==> src/rtl/vphy_ctl_pkg.sv <==
// Shared constants, field layout and carrier types for the virtual PHY basic control block
package vphy_ctl_pkg;

    // Memory-mapped byte address of the control word
    localparam logic [11:0] CTL_OFFSET = 12'h1C0;
    // Serial register index of the control word
    localparam logic [4:0] CTL_INDEX = 5'h00;
    localparam logic [15:0] CTL_DEFAULT = 16'h1000;
    // Bits that software may store; soft reset and restart act as strobes only
    localparam logic [15:0] CTL_WRITE_MASK = 16'h7D80;
    localparam logic [15:0] HALF_ZERO = 16'h0000;

    // Serial management frame shape
    localparam logic [5:0] PREAMBLE_ONES = 6'h20;
    localparam logic [5:0] HDR_LAST = 6'h0C;
    localparam logic [5:0] DATA_LAST = 6'h0F;
    localparam logic [1:0] OP_READ = 2'h2;
    localparam logic [1:0] OP_WRITE = 2'h1;

    // Control word, most significant field first
    typedef struct packed {
        logic vphy_soft_reset;
        logic vphy_loop_enable;
        logic vphy_speed_low_bit;
        logic vphy_autoneg_enable;
        logic vphy_powerdown_unused;
        logic vphy_pin_isolate;
        logic vphy_autoneg_restart;
        logic vphy_full_duplex;
        logic vphy_collision_test;
        logic vphy_speed_high_bit;
        logic [5:0] reserved;
    } ctl_word_t;

    // Serial management frame header after the first start bit
    typedef struct packed {
        logic start_tail;
        logic [1:0] opcode;
        logic [4:0] phy_addr;
        logic [4:0] reg_index;
    } mgmt_hdr_t;

    // Nibble-wide MII data beat
    typedef struct packed {
        logic valid;
        logic [3:0] data;
    } mii_beat_t;

endpackage : vphy_ctl_pkg

==> src/rtl/pin_sync.sv <==
// Two-stage synchroniser for a group of asynchronous pin inputs
`timescale 1ns/100ps
module pin_sync #(
    parameter int WIDTH = 1
) (
    input wire logic clk,
    input wire logic rst,
    input wire logic ce,
    input wire logic [WIDTH-1:0] din,
    output logic [WIDTH-1:0] dout
);
    logic [WIDTH-1:0] stage_reg;
    logic [WIDTH-1:0] stage_next;
    logic [WIDTH-1:0] dout_next;

    // First stage feeds only the second stage
    always_comb begin
        stage_next = din;
        dout_next = stage_reg;
    end

    always_ff @(posedge clk) begin
        if (rst) begin
            stage_reg <= '0;
            dout <= '0;
        end else if (ce) begin
            stage_reg <= stage_next;
            dout <= dout_next;
        end
    end
endmodule : pin_sync

==> src/rtl/virtual_phy_basic_control.sv <==
// Virtual PHY basic control register with memory-mapped and serial management access
//
// Contract
// - Writing bit 15 restores every register default; bit self-clears.
// - Loader contents overwrite the whole control word after any reset or reload.
// - Loopback withholds MAC transmissions from the fabric, returns them to MAC.
// - Autoneg off: bit 13 selects speed, 0 is 10 Mbps, 1 is 100/200.
// - Autoneg enable resets to one; negotiated results override speed and duplex.
// - Power-down bit has no effect; upper speed bit reads zero.
// - Isolate in PHY mode: outputs undriven, pulls off, inputs ignored.
// - In MAC mode the isolate bit has no effect on pins.
// - Isolation never touches the serial management pins.
// - Restart bit recomputes emulated negotiation results and self-clears.
// - Autoneg off: bit 8 selects duplex, 0 half, 1 full.
// - Collision test raises collision toward the MAC while it transmits.
// - Bits 31 to 16 are read-only zero padding.
// - Serial access carries only the lower 16 bits.
// - Serial frames answered only when the PHY address matches the strap.
`timescale 1ns/100ps
module virtual_phy_basic_control
    import vphy_ctl_pkg::*;
#(
    parameter int ADDR_W = 12
) (
    input wire logic clk,
    input wire logic rst,
    input wire logic ce,
    input wire logic mm_wr_en,
    input wire logic mm_rd_en,
    input wire logic [ADDR_W-1:0] mm_addr,
    input wire logic [31:0] mm_wdata,
    output logic [31:0] mm_rdata_reg,
    output logic mm_rd_valid_reg,
    input wire logic load_valid,
    input wire logic [15:0] load_data,
    input wire logic [4:0] phy_addr_strap,
    input wire logic port_mac_mode,
    input wire logic lp_ability_100,
    input wire logic lp_ability_full,
    input wire logic mdc_pin,
    input wire logic mdio_in,
    output logic mdio_out_reg,
    output logic mdio_oe_reg,
    input wire logic mac_tx_en,
    input wire logic [3:0] mac_txd,
    output mii_beat_t mii_rx_reg,
    output logic mii_col_reg,
    output logic mii_crs_reg,
    output logic mii_out_oe_reg,
    output logic mii_pull_en_reg,
    output mii_beat_t fabric_tx_reg,
    input mii_beat_t fabric_rx,
    output logic speed_100_reg,
    output logic full_duplex_reg
);
    typedef enum logic [2:0] {MD_IDLE, MD_HDR, MD_TA, MD_WDATA, MD_RDATA} md_state_t;

    // Visible value of the control word: strobes, upper speed bit and reserved bits read zero
    function automatic logic [15:0] read_view(input ctl_word_t c);
        read_view = c & CTL_WRITE_MASK;
    endfunction : read_view

    logic [6:0] pins_s;
    logic mdc_s;
    logic mdio_s;
    mii_beat_t tx_s;
    pin_sync #(.WIDTH(7)) u_sync (
        .clk(clk),
        .rst(rst),
        .ce(ce),
        .din({mdc_pin, mdio_in, mac_tx_en, mac_txd}),
        .dout(pins_s)
    );
    assign mdc_s = pins_s[6];
    assign mdio_s = pins_s[5];
    assign tx_s = pins_s[4:0];

    ctl_word_t ctl_reg, ctl_next;
    logic an_speed_reg, an_speed_next;
    logic an_duplex_reg, an_duplex_next;
    logic an_pending_reg;
    logic [4:0] strap_reg;
    logic mm_hit;
    logic mdio_wr;
    logic [15:0] mdio_wdata;
    logic word_valid;
    ctl_word_t word_in;
    logic recompute;
    logic [15:0] load_masked;

    assign mm_hit = mm_addr == ADDR_W'(CTL_OFFSET);
    assign load_masked = load_data & CTL_WRITE_MASK;

    // Loader has priority over software, memory-mapped over serial writes
    always_comb begin
        word_valid = 1'b1;
        if (load_valid) begin
            word_in = load_data;
        end else if (mm_wr_en && mm_hit) begin
            word_in = mm_wdata[15:0];
        end else if (mdio_wr) begin
            word_in = mdio_wdata;
        end else begin
            word_in = '0;
            word_valid = 1'b0;
        end
    end

    // Control word update; soft reset returns defaults and also reruns negotiation
    always_comb begin
        ctl_next = ctl_reg;
        recompute = an_pending_reg;
        if (word_valid) begin
            if (word_in.vphy_soft_reset) begin
                ctl_next = CTL_DEFAULT;
                recompute = 1'b1;
            end else begin
                ctl_next = word_in & CTL_WRITE_MASK;
                recompute = recompute | word_in.vphy_autoneg_restart;
            end
        end
        an_speed_next = recompute ? lp_ability_100 : an_speed_reg;
        an_duplex_next = recompute ? lp_ability_full : an_duplex_reg;
    end

    // Negotiation rerun is deferred one cycle after reset so no port feeds the reset value
    always_ff @(posedge clk) begin
        if (rst) begin
            ctl_reg <= CTL_DEFAULT;
            an_speed_reg <= 1'b0;
            an_duplex_reg <= 1'b0;
            an_pending_reg <= 1'b1;
        end else if (ce) begin
            ctl_reg <= ctl_next;
            an_speed_reg <= an_speed_next;
            an_duplex_reg <= an_duplex_next;
            an_pending_reg <= 1'b0;
        end
    end

    // Strap caught on the first enabled edge after release
    logic strap_taken_reg;
    always_ff @(posedge clk) begin
        if (rst) begin
            strap_taken_reg <= 1'b0;
        end else if (ce && !strap_taken_reg) begin
            strap_reg <= phy_addr_strap;
            strap_taken_reg <= 1'b1;
        end
    end

    // Memory-mapped read answers one cycle later; unmapped addresses read zero
    always_ff @(posedge clk) begin
        if (rst) begin
            mm_rdata_reg <= 32'h0000_0000;
            mm_rd_valid_reg <= 1'b0;
        end else if (ce) begin
            mm_rd_valid_reg <= mm_rd_en;
            mm_rdata_reg <= (mm_rd_en && mm_hit) ? {HALF_ZERO, read_view(ctl_reg)} : '0;
        end
    end

    // Serial management slave, sampling on rising edges of the synchronised clock
    md_state_t md_state_reg, md_state_next;
    logic [5:0] md_cnt_reg, md_cnt_next;
    logic [15:0] md_shift_reg, md_shift_next;
    logic md_read_reg, md_read_next;
    logic md_hit_reg, md_hit_next;
    logic mdc_last_reg;
    logic mdio_out_next, mdio_oe_next;
    logic md_edge;
    mgmt_hdr_t hdr;

    assign md_edge = mdc_s && !mdc_last_reg;
    assign hdr = {md_shift_reg[11:0], mdio_s};
    assign mdio_wdata = {md_shift_reg[14:0], mdio_s};

    // Isolation has no say here, so management stays reachable while isolated
    always_comb begin
        md_state_next = md_state_reg;
        md_cnt_next = md_cnt_reg;
        md_shift_next = md_shift_reg;
        md_read_next = md_read_reg;
        md_hit_next = md_hit_reg;
        mdio_out_next = mdio_out_reg;
        mdio_oe_next = mdio_oe_reg;
        mdio_wr = 1'b0;
        if (md_edge) begin
            case (md_state_reg)
                MD_IDLE: begin
                    if (mdio_s) begin
                        md_cnt_next = (md_cnt_reg == PREAMBLE_ONES) ? md_cnt_reg : md_cnt_reg + 6'h01;
                    end else begin
                        // A zero after a full preamble is the first start bit
                        md_state_next = (md_cnt_reg == PREAMBLE_ONES) ? MD_HDR : MD_IDLE;
                        md_cnt_next = '0;
                    end
                end
                MD_HDR: begin
                    md_shift_next = {md_shift_reg[14:0], mdio_s};
                    md_cnt_next = md_cnt_reg + 6'h01;
                    if (md_cnt_reg == HDR_LAST) begin
                        md_cnt_next = '0;
                        md_read_next = hdr.opcode == OP_READ;
                        md_hit_next = hdr.reg_index == CTL_INDEX;
                        if (hdr.start_tail && hdr.phy_addr == strap_reg
                            && (hdr.opcode == OP_READ || hdr.opcode == OP_WRITE)) begin
                            md_state_next = MD_TA;
                        end else begin
                            md_state_next = MD_IDLE;
                        end
                    end
                end
                MD_TA: begin
                    md_cnt_next = md_cnt_reg + 6'h01;
                    if (md_cnt_reg == '0) begin
                        // Drive the second turnaround bit low on a hit read
                        mdio_oe_next = md_read_reg && md_hit_reg;
                        mdio_out_next = 1'b0;
                    end else begin
                        md_cnt_next = '0;
                        md_shift_next = read_view(ctl_reg);
                        mdio_out_next = ctl_reg.vphy_soft_reset & CTL_WRITE_MASK[15];
                        md_state_next = md_read_reg ? MD_RDATA : MD_WDATA;
                    end
                end
                MD_RDATA: begin
                    md_shift_next = {md_shift_reg[14:0], 1'b0};
                    mdio_out_next = md_shift_reg[14];
                    md_cnt_next = md_cnt_reg + 6'h01;
                    if (md_cnt_reg == DATA_LAST) begin
                        mdio_oe_next = 1'b0;
                        md_cnt_next = '0;
                        md_state_next = MD_IDLE;
                    end
                end
                MD_WDATA: begin
                    md_shift_next = {md_shift_reg[14:0], mdio_s};
                    md_cnt_next = md_cnt_reg + 6'h01;
                    if (md_cnt_reg == DATA_LAST) begin
                        mdio_wr = md_hit_reg;
                        md_cnt_next = '0;
                        md_state_next = MD_IDLE;
                    end
                end
                default: begin
                    md_state_next = MD_IDLE;
                    mdio_oe_next = 1'b0;
                end
            endcase
        end
    end

    always_ff @(posedge clk) begin
        if (rst) begin
            md_state_reg <= MD_IDLE;
            md_cnt_reg <= '0;
            md_shift_reg <= '0;
            md_read_reg <= 1'b0;
            md_hit_reg <= 1'b0;
            mdc_last_reg <= 1'b0;
            mdio_out_reg <= 1'b0;
            mdio_oe_reg <= 1'b0;
        end else if (ce) begin
            md_state_reg <= md_state_next;
            md_cnt_reg <= md_cnt_next;
            md_shift_reg <= md_shift_next;
            md_read_reg <= md_read_next;
            md_hit_reg <= md_hit_next;
            mdc_last_reg <= mdc_s;
            mdio_out_reg <= mdio_out_next;
            mdio_oe_reg <= mdio_oe_next;
        end
    end

    // Port data path; power-down bit is deliberately not read here, only returned by register reads
    logic iso_active;
    mii_beat_t tx_eff;
    mii_beat_t rx_next;
    mii_beat_t fab_next;
    assign iso_active = ctl_reg.vphy_pin_isolate && !port_mac_mode;
    assign tx_eff = iso_active ? '0 : tx_s;

    always_comb begin
        rx_next = ctl_reg.vphy_loop_enable ? tx_eff : fabric_rx;
        fab_next = ctl_reg.vphy_loop_enable ? '0 : tx_eff;
    end

    always_ff @(posedge clk) begin
        if (rst) begin
            mii_rx_reg <= '0;
            fabric_tx_reg <= '0;
            mii_col_reg <= 1'b0;
            mii_crs_reg <= 1'b0;
            mii_out_oe_reg <= 1'b1;
            mii_pull_en_reg <= 1'b1;
            speed_100_reg <= 1'b0;
            full_duplex_reg <= 1'b0;
        end else if (ce) begin
            mii_rx_reg <= rx_next;
            fabric_tx_reg <= fab_next;
            mii_col_reg <= ctl_reg.vphy_collision_test && tx_eff.valid;
            mii_crs_reg <= tx_eff.valid || rx_next.valid;
            mii_out_oe_reg <= !iso_active;
            mii_pull_en_reg <= !iso_active;
            speed_100_reg <= ctl_reg.vphy_autoneg_enable ? an_speed_reg
                                                         : ctl_reg.vphy_speed_low_bit;
            full_duplex_reg <= ctl_reg.vphy_autoneg_enable ? an_duplex_reg
                                                           : ctl_reg.vphy_full_duplex;
        end
    end
endmodule : virtual_phy_basic_control

==> config.mk <==
export PLATFORM = sky130hd
export DESIGN_NAME = virtual_phy_basic_control
export DESIGN_NICKNAME = d
export VERILOG_FILES = /design/src/rtl/vphy_ctl_pkg.sv /design/src/rtl/pin_sync.sv /design/src/rtl/virtual_phy_basic_control.sv
export SDC_FILE = /design/constraint.sdc
export NUM_CORES = 1
export LEC_CHECK = 0
export BUFFER_PORTS_ARGS = -buffer_cell sky130_fd_sc_hd__buf_2
export CAP_MARGIN = 20
export CORE_UTILIZATION = 50
export DETAILED_ROUTE_END_ITERATION = 10
export PLACE_DENSITY_LB_ADDON = 0.15
export SYNTH_ARGS = -nofsm -noshare
export SYNTH_HDL_FRONTEND = slang
export SYNTH_HIERARCHICAL = 1
export SYNTH_SLANG_ARGS = --single-unit
==> constraint.sdc <==
create_clock -name clk -period 4.2 [get_ports clk]
set_input_delay 0.42 -clock clk [delete_from_list [all_inputs] [get_ports clk]]
set_output_delay 0.42 -clock clk [all_outputs]
set_load 0.01 [all_outputs]
==> qor.csv, run 1 <==
metric,value,unit
status,finished clean,
nNetsFinal,617,
cts_resized,0,
antennaDiodeCount,0,
vias,3482,
pwr-share-clk,37.8,%
cts_tree,yes,
critPathArrivalTime,2900,ps
die_w,92.3,um
pin_count,137,
start_util,52.2,%
root_buffer,clkbuf_8,
rows,32,
cp_max_fo,20,
cp-end-kind,flop,
track_usage,21.8,%
io_buffer_count,81,
synth_compound_area_share,17.8,%
grt_pass1_wl,14600,um
clockBufferDepth,2,
yosys.area_share.simple,22.9,%
clk_transition_reported_paths,90,ps
die_h,92.3,um
yosys-top-cells-area,"dfxtp_1, nor2_1, buf_4",
synth_top_area_cell,dfxtp_1,
power.internal,0.00113,W
antenna_found_initial,0,
vdd_drop_max,0.227,mV
timing.final.hold_violations,0,
holdBufCountCts,0,
grt_pass1_vias,2979,
grt_overflow_total,0,
critPathLaunchType,flop,
syn_inst,467,
synth_area,4080,um^2
gp_congestion,0.833,
layout-drive-gt1-share,20.6,%
hpwlAfterDp,6490,um
synth_top_family_by_area,simple AND/OR/NAND/NOR gates,
synthXorXnorAreaFrac,1.72,%
cp.required,4450,ps
die_area,8520,um^2
drv_cap,0,
p_switching,0.000397,W
dp.cells,619,
hold_path_class,input port to flop,
pwr-share-seq,53.6,%
synth_warnings,6,
syn_area_per_cell,8.73,um^2
min_period,2650,ps
async_reset_ff_share,0,%
final_antenna_net_count,0,
area_growth,11.8,%
largest_reg_flops,15,
yosysTopAreaCellShare,37.8,%
finClkSkew,9.94,ps
firstDrtPassIters,4,
period_share,63.1,%
vias_per_cell,5.48,
synthTopCellsByCount,"dfxtp_1, nor2_1, nand2_1, a21oi_1, buf_4",
synth_mux_area_share,5.15,%
grt_max_degree,41,
fmax,0.377,GHz
worst_pin_slew,748,ps
slew_headroom,50.2,%
slew_violations,0,
power_frac_comb,8.6,%
p_per_area,336,nW/um^2
routedWlPerCell,14.4,um
drc,0,
clock-sinks,82,
synthAdderAreaFrac,0.920,%
setup-violations-final,0,
routed_wirelength,9170,um
ys_ff_latch,82,
synth_edf_count,5,
core-area,7810,um^2
drt-initial-drc-count,199,
ys_types,66,
htreeDepth,3,
synth_most_common_cell,dfxtp_1,
yosysSeqAreaShare,41.5,%
p_leak,1.82,nW
fin_tns_setup,0,ps
synthFlopType,dfxtp_1,
stdcell_count,635,
cts_setup_buffers,0,
critical_path_class,flop to flop,
swShare,25.9,%
numCtsBuffers,9,
clkLatencyLatePin,360,ps
rsz0062_at_grt,false,
-- cells by family after synthesis --
| logic type | Yosys count |
|---|---|
| compound gates | 101 |
| xor+xnor | 8 |
| fa+ha+maj | 3 |
| buf+inv | 67 |
| flops | 82 |
| mux | 21 |
| other cells | 1 |
| simple gates | 184 |
-- worst max-delay path: stages (launching register included) --
cell and delay (ps):
dfxtp_1 690, or3b_1 440, nand2_1 430, nor3_1 540, nor3_1 140, o21bai_1 230, nor2_1 70
-- routing by layer --
| layer | part of all wire [%] | GRT usage (%) | vias up |
|---|---|---|---|
| met5 | 0 | 0 | - |
| met4 | 2.9 | 10.8 | 0 |
| met3 | 4.7 | 3.37 | 21 |
| met2 | 43 | 32.0 | 98 |
| met1 | 49 | 30.9 | 1614 |
| li1 | - | - | 1749 |
-- final timing paths --
check,cells after the start,from,endpoint,slack [ps]
setup reg to reg,6,md_state_reg[1],md_cnt_reg[0],1550
hold reg to reg,2,fabric_tx_reg[4],fabric_tx_reg[4],460
hold / removal,1,phy_addr_strap[1],strap_reg[1],240
setup / recovery,6,md_state_reg[1],md_cnt_reg[0],1550
-- cell usage in the layout (no fill, tap or decap), types with 7 or more instances in the layout --
| cell | n |
|---|---|
| mux2i_1 | 21 |
| conb_1 | 25 |
| a22oi_1 | 12 |
| nand3_1 | 27 |
| nand2_1 | 38 |
| nor2_1 | 61 |
| nor3_1 | 8 |
| buf_2 | 81 |
| dfxtp_1 | 77 |
| inv_1 | 7 |
| a311oi_1 | 11 |
| o21ai_0 | 9 |
| and2_1 | 7 |
| a21oi_1 | 29 |
| nand2b_1 | 11 |
| clkbuf_8 | 10 |
-- area by class of cell --
cell class	instances	area (um^2)
clock buffers	11	163
clock inverters	5	42.5
fillers	730	3250
inverters	9	33.8
multi-input cells	342	2070
flip-flops and latches	82	1690
well taps	102	128
repair buffers	84	428
-- power by group through the flow --
| stage | Combinational, W | Clock, W | Sequential (W) |
|---|---|---|---|
| after CTS | 0.000131 | 0.000593 | 0.000821 |
| final | 0.000131 | 0.000580 | 0.000821 |
| after detailed placement | 0.000131 | 0 | 0.000839 |
| after floorplan | 0.000101 | 0 | 0.000837 |
| after global routing | 0.000147 | 0.000628 | 0.000823 |
| after global placement | 0.000128 | 0 | 0.000838 |
-- metrics by stage --
step | hold WS (ps) | utilization [%] | total power, W | area (um^2) | worst slack, ps
floorplan | 436 | - | 0.000938 | 4170 | 2210
global placement | 447 | 55.8 | 0.000967 | 4360 | 1590
detailed placement | 452 | 55.8 | 0.000970 | 4360 | 1610
CTS | 224 | 58.4 | 0.00155 | 4560 | 1580
global route | 220 | 58.4 | 0.00160 | 4560 | 1320
finish | 235 | 58.4 | 0.00153 | 4560 | 1550
Note: power is estimated with default switching activity, not from simulation.
==> run 2: changes to the inputs <==
Clock period 4.2 ns to 2.57 ns, I/O delays scaled along.
==> run 2 against run 1 <==
  * First-iteration DRC count is 26% higher
  * Largest power group unchanged
  * Cell area is 0.99% higher
  * Final cell count is 1.6% higher
  * Die area stayed put
  * Utilization is 0.58 points higher
==> qor.csv, run 2 (same netlist as run 1, synthesis figures left out) <==
metric,value,unit
power_frac_comb,9.0,%
r2r-start,md_cnt_reg[0],
root_buffer,clkbuf_8,
die_w,92.3,um
drt-initial-drc-count,250,
routed-wl-met3,487,um
period_share,91.1,%
rr_worst_depth,7,
final_antenna_net_count,0,
grt_overflow_total,0,
pwr-share-clk,35.3,%
layout_commonest_cell,buf_2,
die_area,8520,um^2
fmax,0.427,GHz
p_per_area,523,nW/um^2
largest_reg_flops,15,
firstDrtPassIters,5,
fin_tns_setup,0,ps
fillers,717,
vias,3555,
p_switching,0.000641,W
track_usage,22.1,%
rsz0062_at_grt,false,
nNetsFinal,627,
routed.top_layer,met4,
cts_resized,0,
vdd_drop_max,0.283,mV
worst_pin_slew,677,ps
status,finished clean,
critPathArrivalTime,2590,ps
ff2ff_setup_slack,230,ps
grt_pass1_vias,3080,
routedWlPerCell,14.4,um
startpoint,md_cnt_reg[0],
timing.final.hold_violations,0,
layout-drive-gt1-share,22.1,%
pwr-share-seq,55.7,%
cts_setup_buffers,0,
drc,0,
routed_wirelength,9310,um
finClkSkew,9.38,ps
io_buffer_count,81,
setup.worst_path.end,an_speed_reg,
vias_per_cell,5.51,
slew_headroom,54.5,%
clkLatencyLatePin,350,ps
antenna_found_initial,0,
die_h,92.3,um
multi_input_area,2070,um^2
antennaDiodeCount,0,
cp_max_fo,8,
hpwlAfterDp,6750,um
setup-violations-final,0,
hold_path_class,input port to flop,
seq_area,1690,um^2
drv_cap,0,
grt_max_degree,34,
area_growth,12.9,%
min_period,2340,ps
final_cell_mix,"buf_2, dfxtp_1, nor2_1",
cts_tree,yes,
htreeDepth,3,
clock-sinks,82,
cp.required,2820,ps
holdBufCountCts,0,
swShare,26.6,%
clockBufferDepth,2,
wl_met2,4240,um
pin_count,137,
r2r-end,an_speed_reg,
rows,32,
clk_transition_reported_paths,90,ps
critical_path_class,flop to flop,
slew_violations,0,
whs,79.6,ps
grt_pass1_wl,15000,um
power.internal,0.00177,W
cp-end-kind,flop,
p_leak,1.87,nW
m1WireLength,4440,um
core-area,7810,um^2
critPathLaunchType,flop,
start_util,52.2,%
numCtsBuffers,9,
gp_congestion,0.905,
run 2: how the worst min path moves through the flow:
stage	startpoint	cells past startpoint	slack, ps	end
2_1_floorplan	rst	1	330	u_sync/dout[4]
3_3_place_gp	phy_addr_strap[3]	1	440	strap_reg[3]
3_5_place_dp	phy_addr_strap[0]	1	440	strap_reg[0]
4_1_cts	phy_addr_strap[0]	1	70	strap_reg[0]
5_1_grt	phy_addr_strap[0]	1	60	strap_reg[0]
6_report	phy_addr_strap[0]	1	80	strap_reg[0]
run 2: final cells by class:
type | count | share of cell area [%]
Multi-Input combinational cell | 342 | 45.0
Timing Repair Buffer | 94 | 10.9
Tap cell | 102 | 2.77
Sequential cell | 82 | 36.7
Clock buffer | 9 | 2.69
Clock inverter | 7 | 1.11
Inverter | 9 | 0.733
run 2: power groups by stage:
stage	registers, W	clock network, W	logic (W)
after floorplan	0.00137	0	0.000166
after global placement	0.00137	0	0.000212
after detailed placement	0.00137	0	0.000217
after CTS	0.00134	0.000864	0.000217
after global routing	0.00135	0.000927	0.000243
final	0.00134	0.000850	0.000217
run 2: worst max-delay path: stages (launching register included):
cell and delay [ps]:
dfxtp_1 430, ha_1 260, nor2b_1 310, and4_1 300, nor3_1 80, nor2_1 450, nand2b_1 150, a32o_1 270
run 2: routing by layer:
layer | global-route usage, % | up-vias
met2 | 33.6 | 131
met4 | 9.11 | 0
met1 | 31.2 | 1642
li1 | - | 1769
met5 | 0 | -
met3 | 3.45 | 13
run 2: per-stage QoR:
step / instances / cell area (um^2) / setup slack [ps] / util [%] / power (W)
after CTS: 645 / 4610 / 267 / 59.0 / 0.00242
after global routing: 645 / 4610 / 17.1 / 59.0 / 0.00252
after detailed placement: 629 / 4430 / 249 / 56.7 / 0.00159
final: 645 / 4610 / 229 / 59.0 / 0.00241
after floorplan: 491 / 4170 / 604 / - / 0.00153
after global placement: 629 / 4430 / 314 / 56.7 / 0.00158
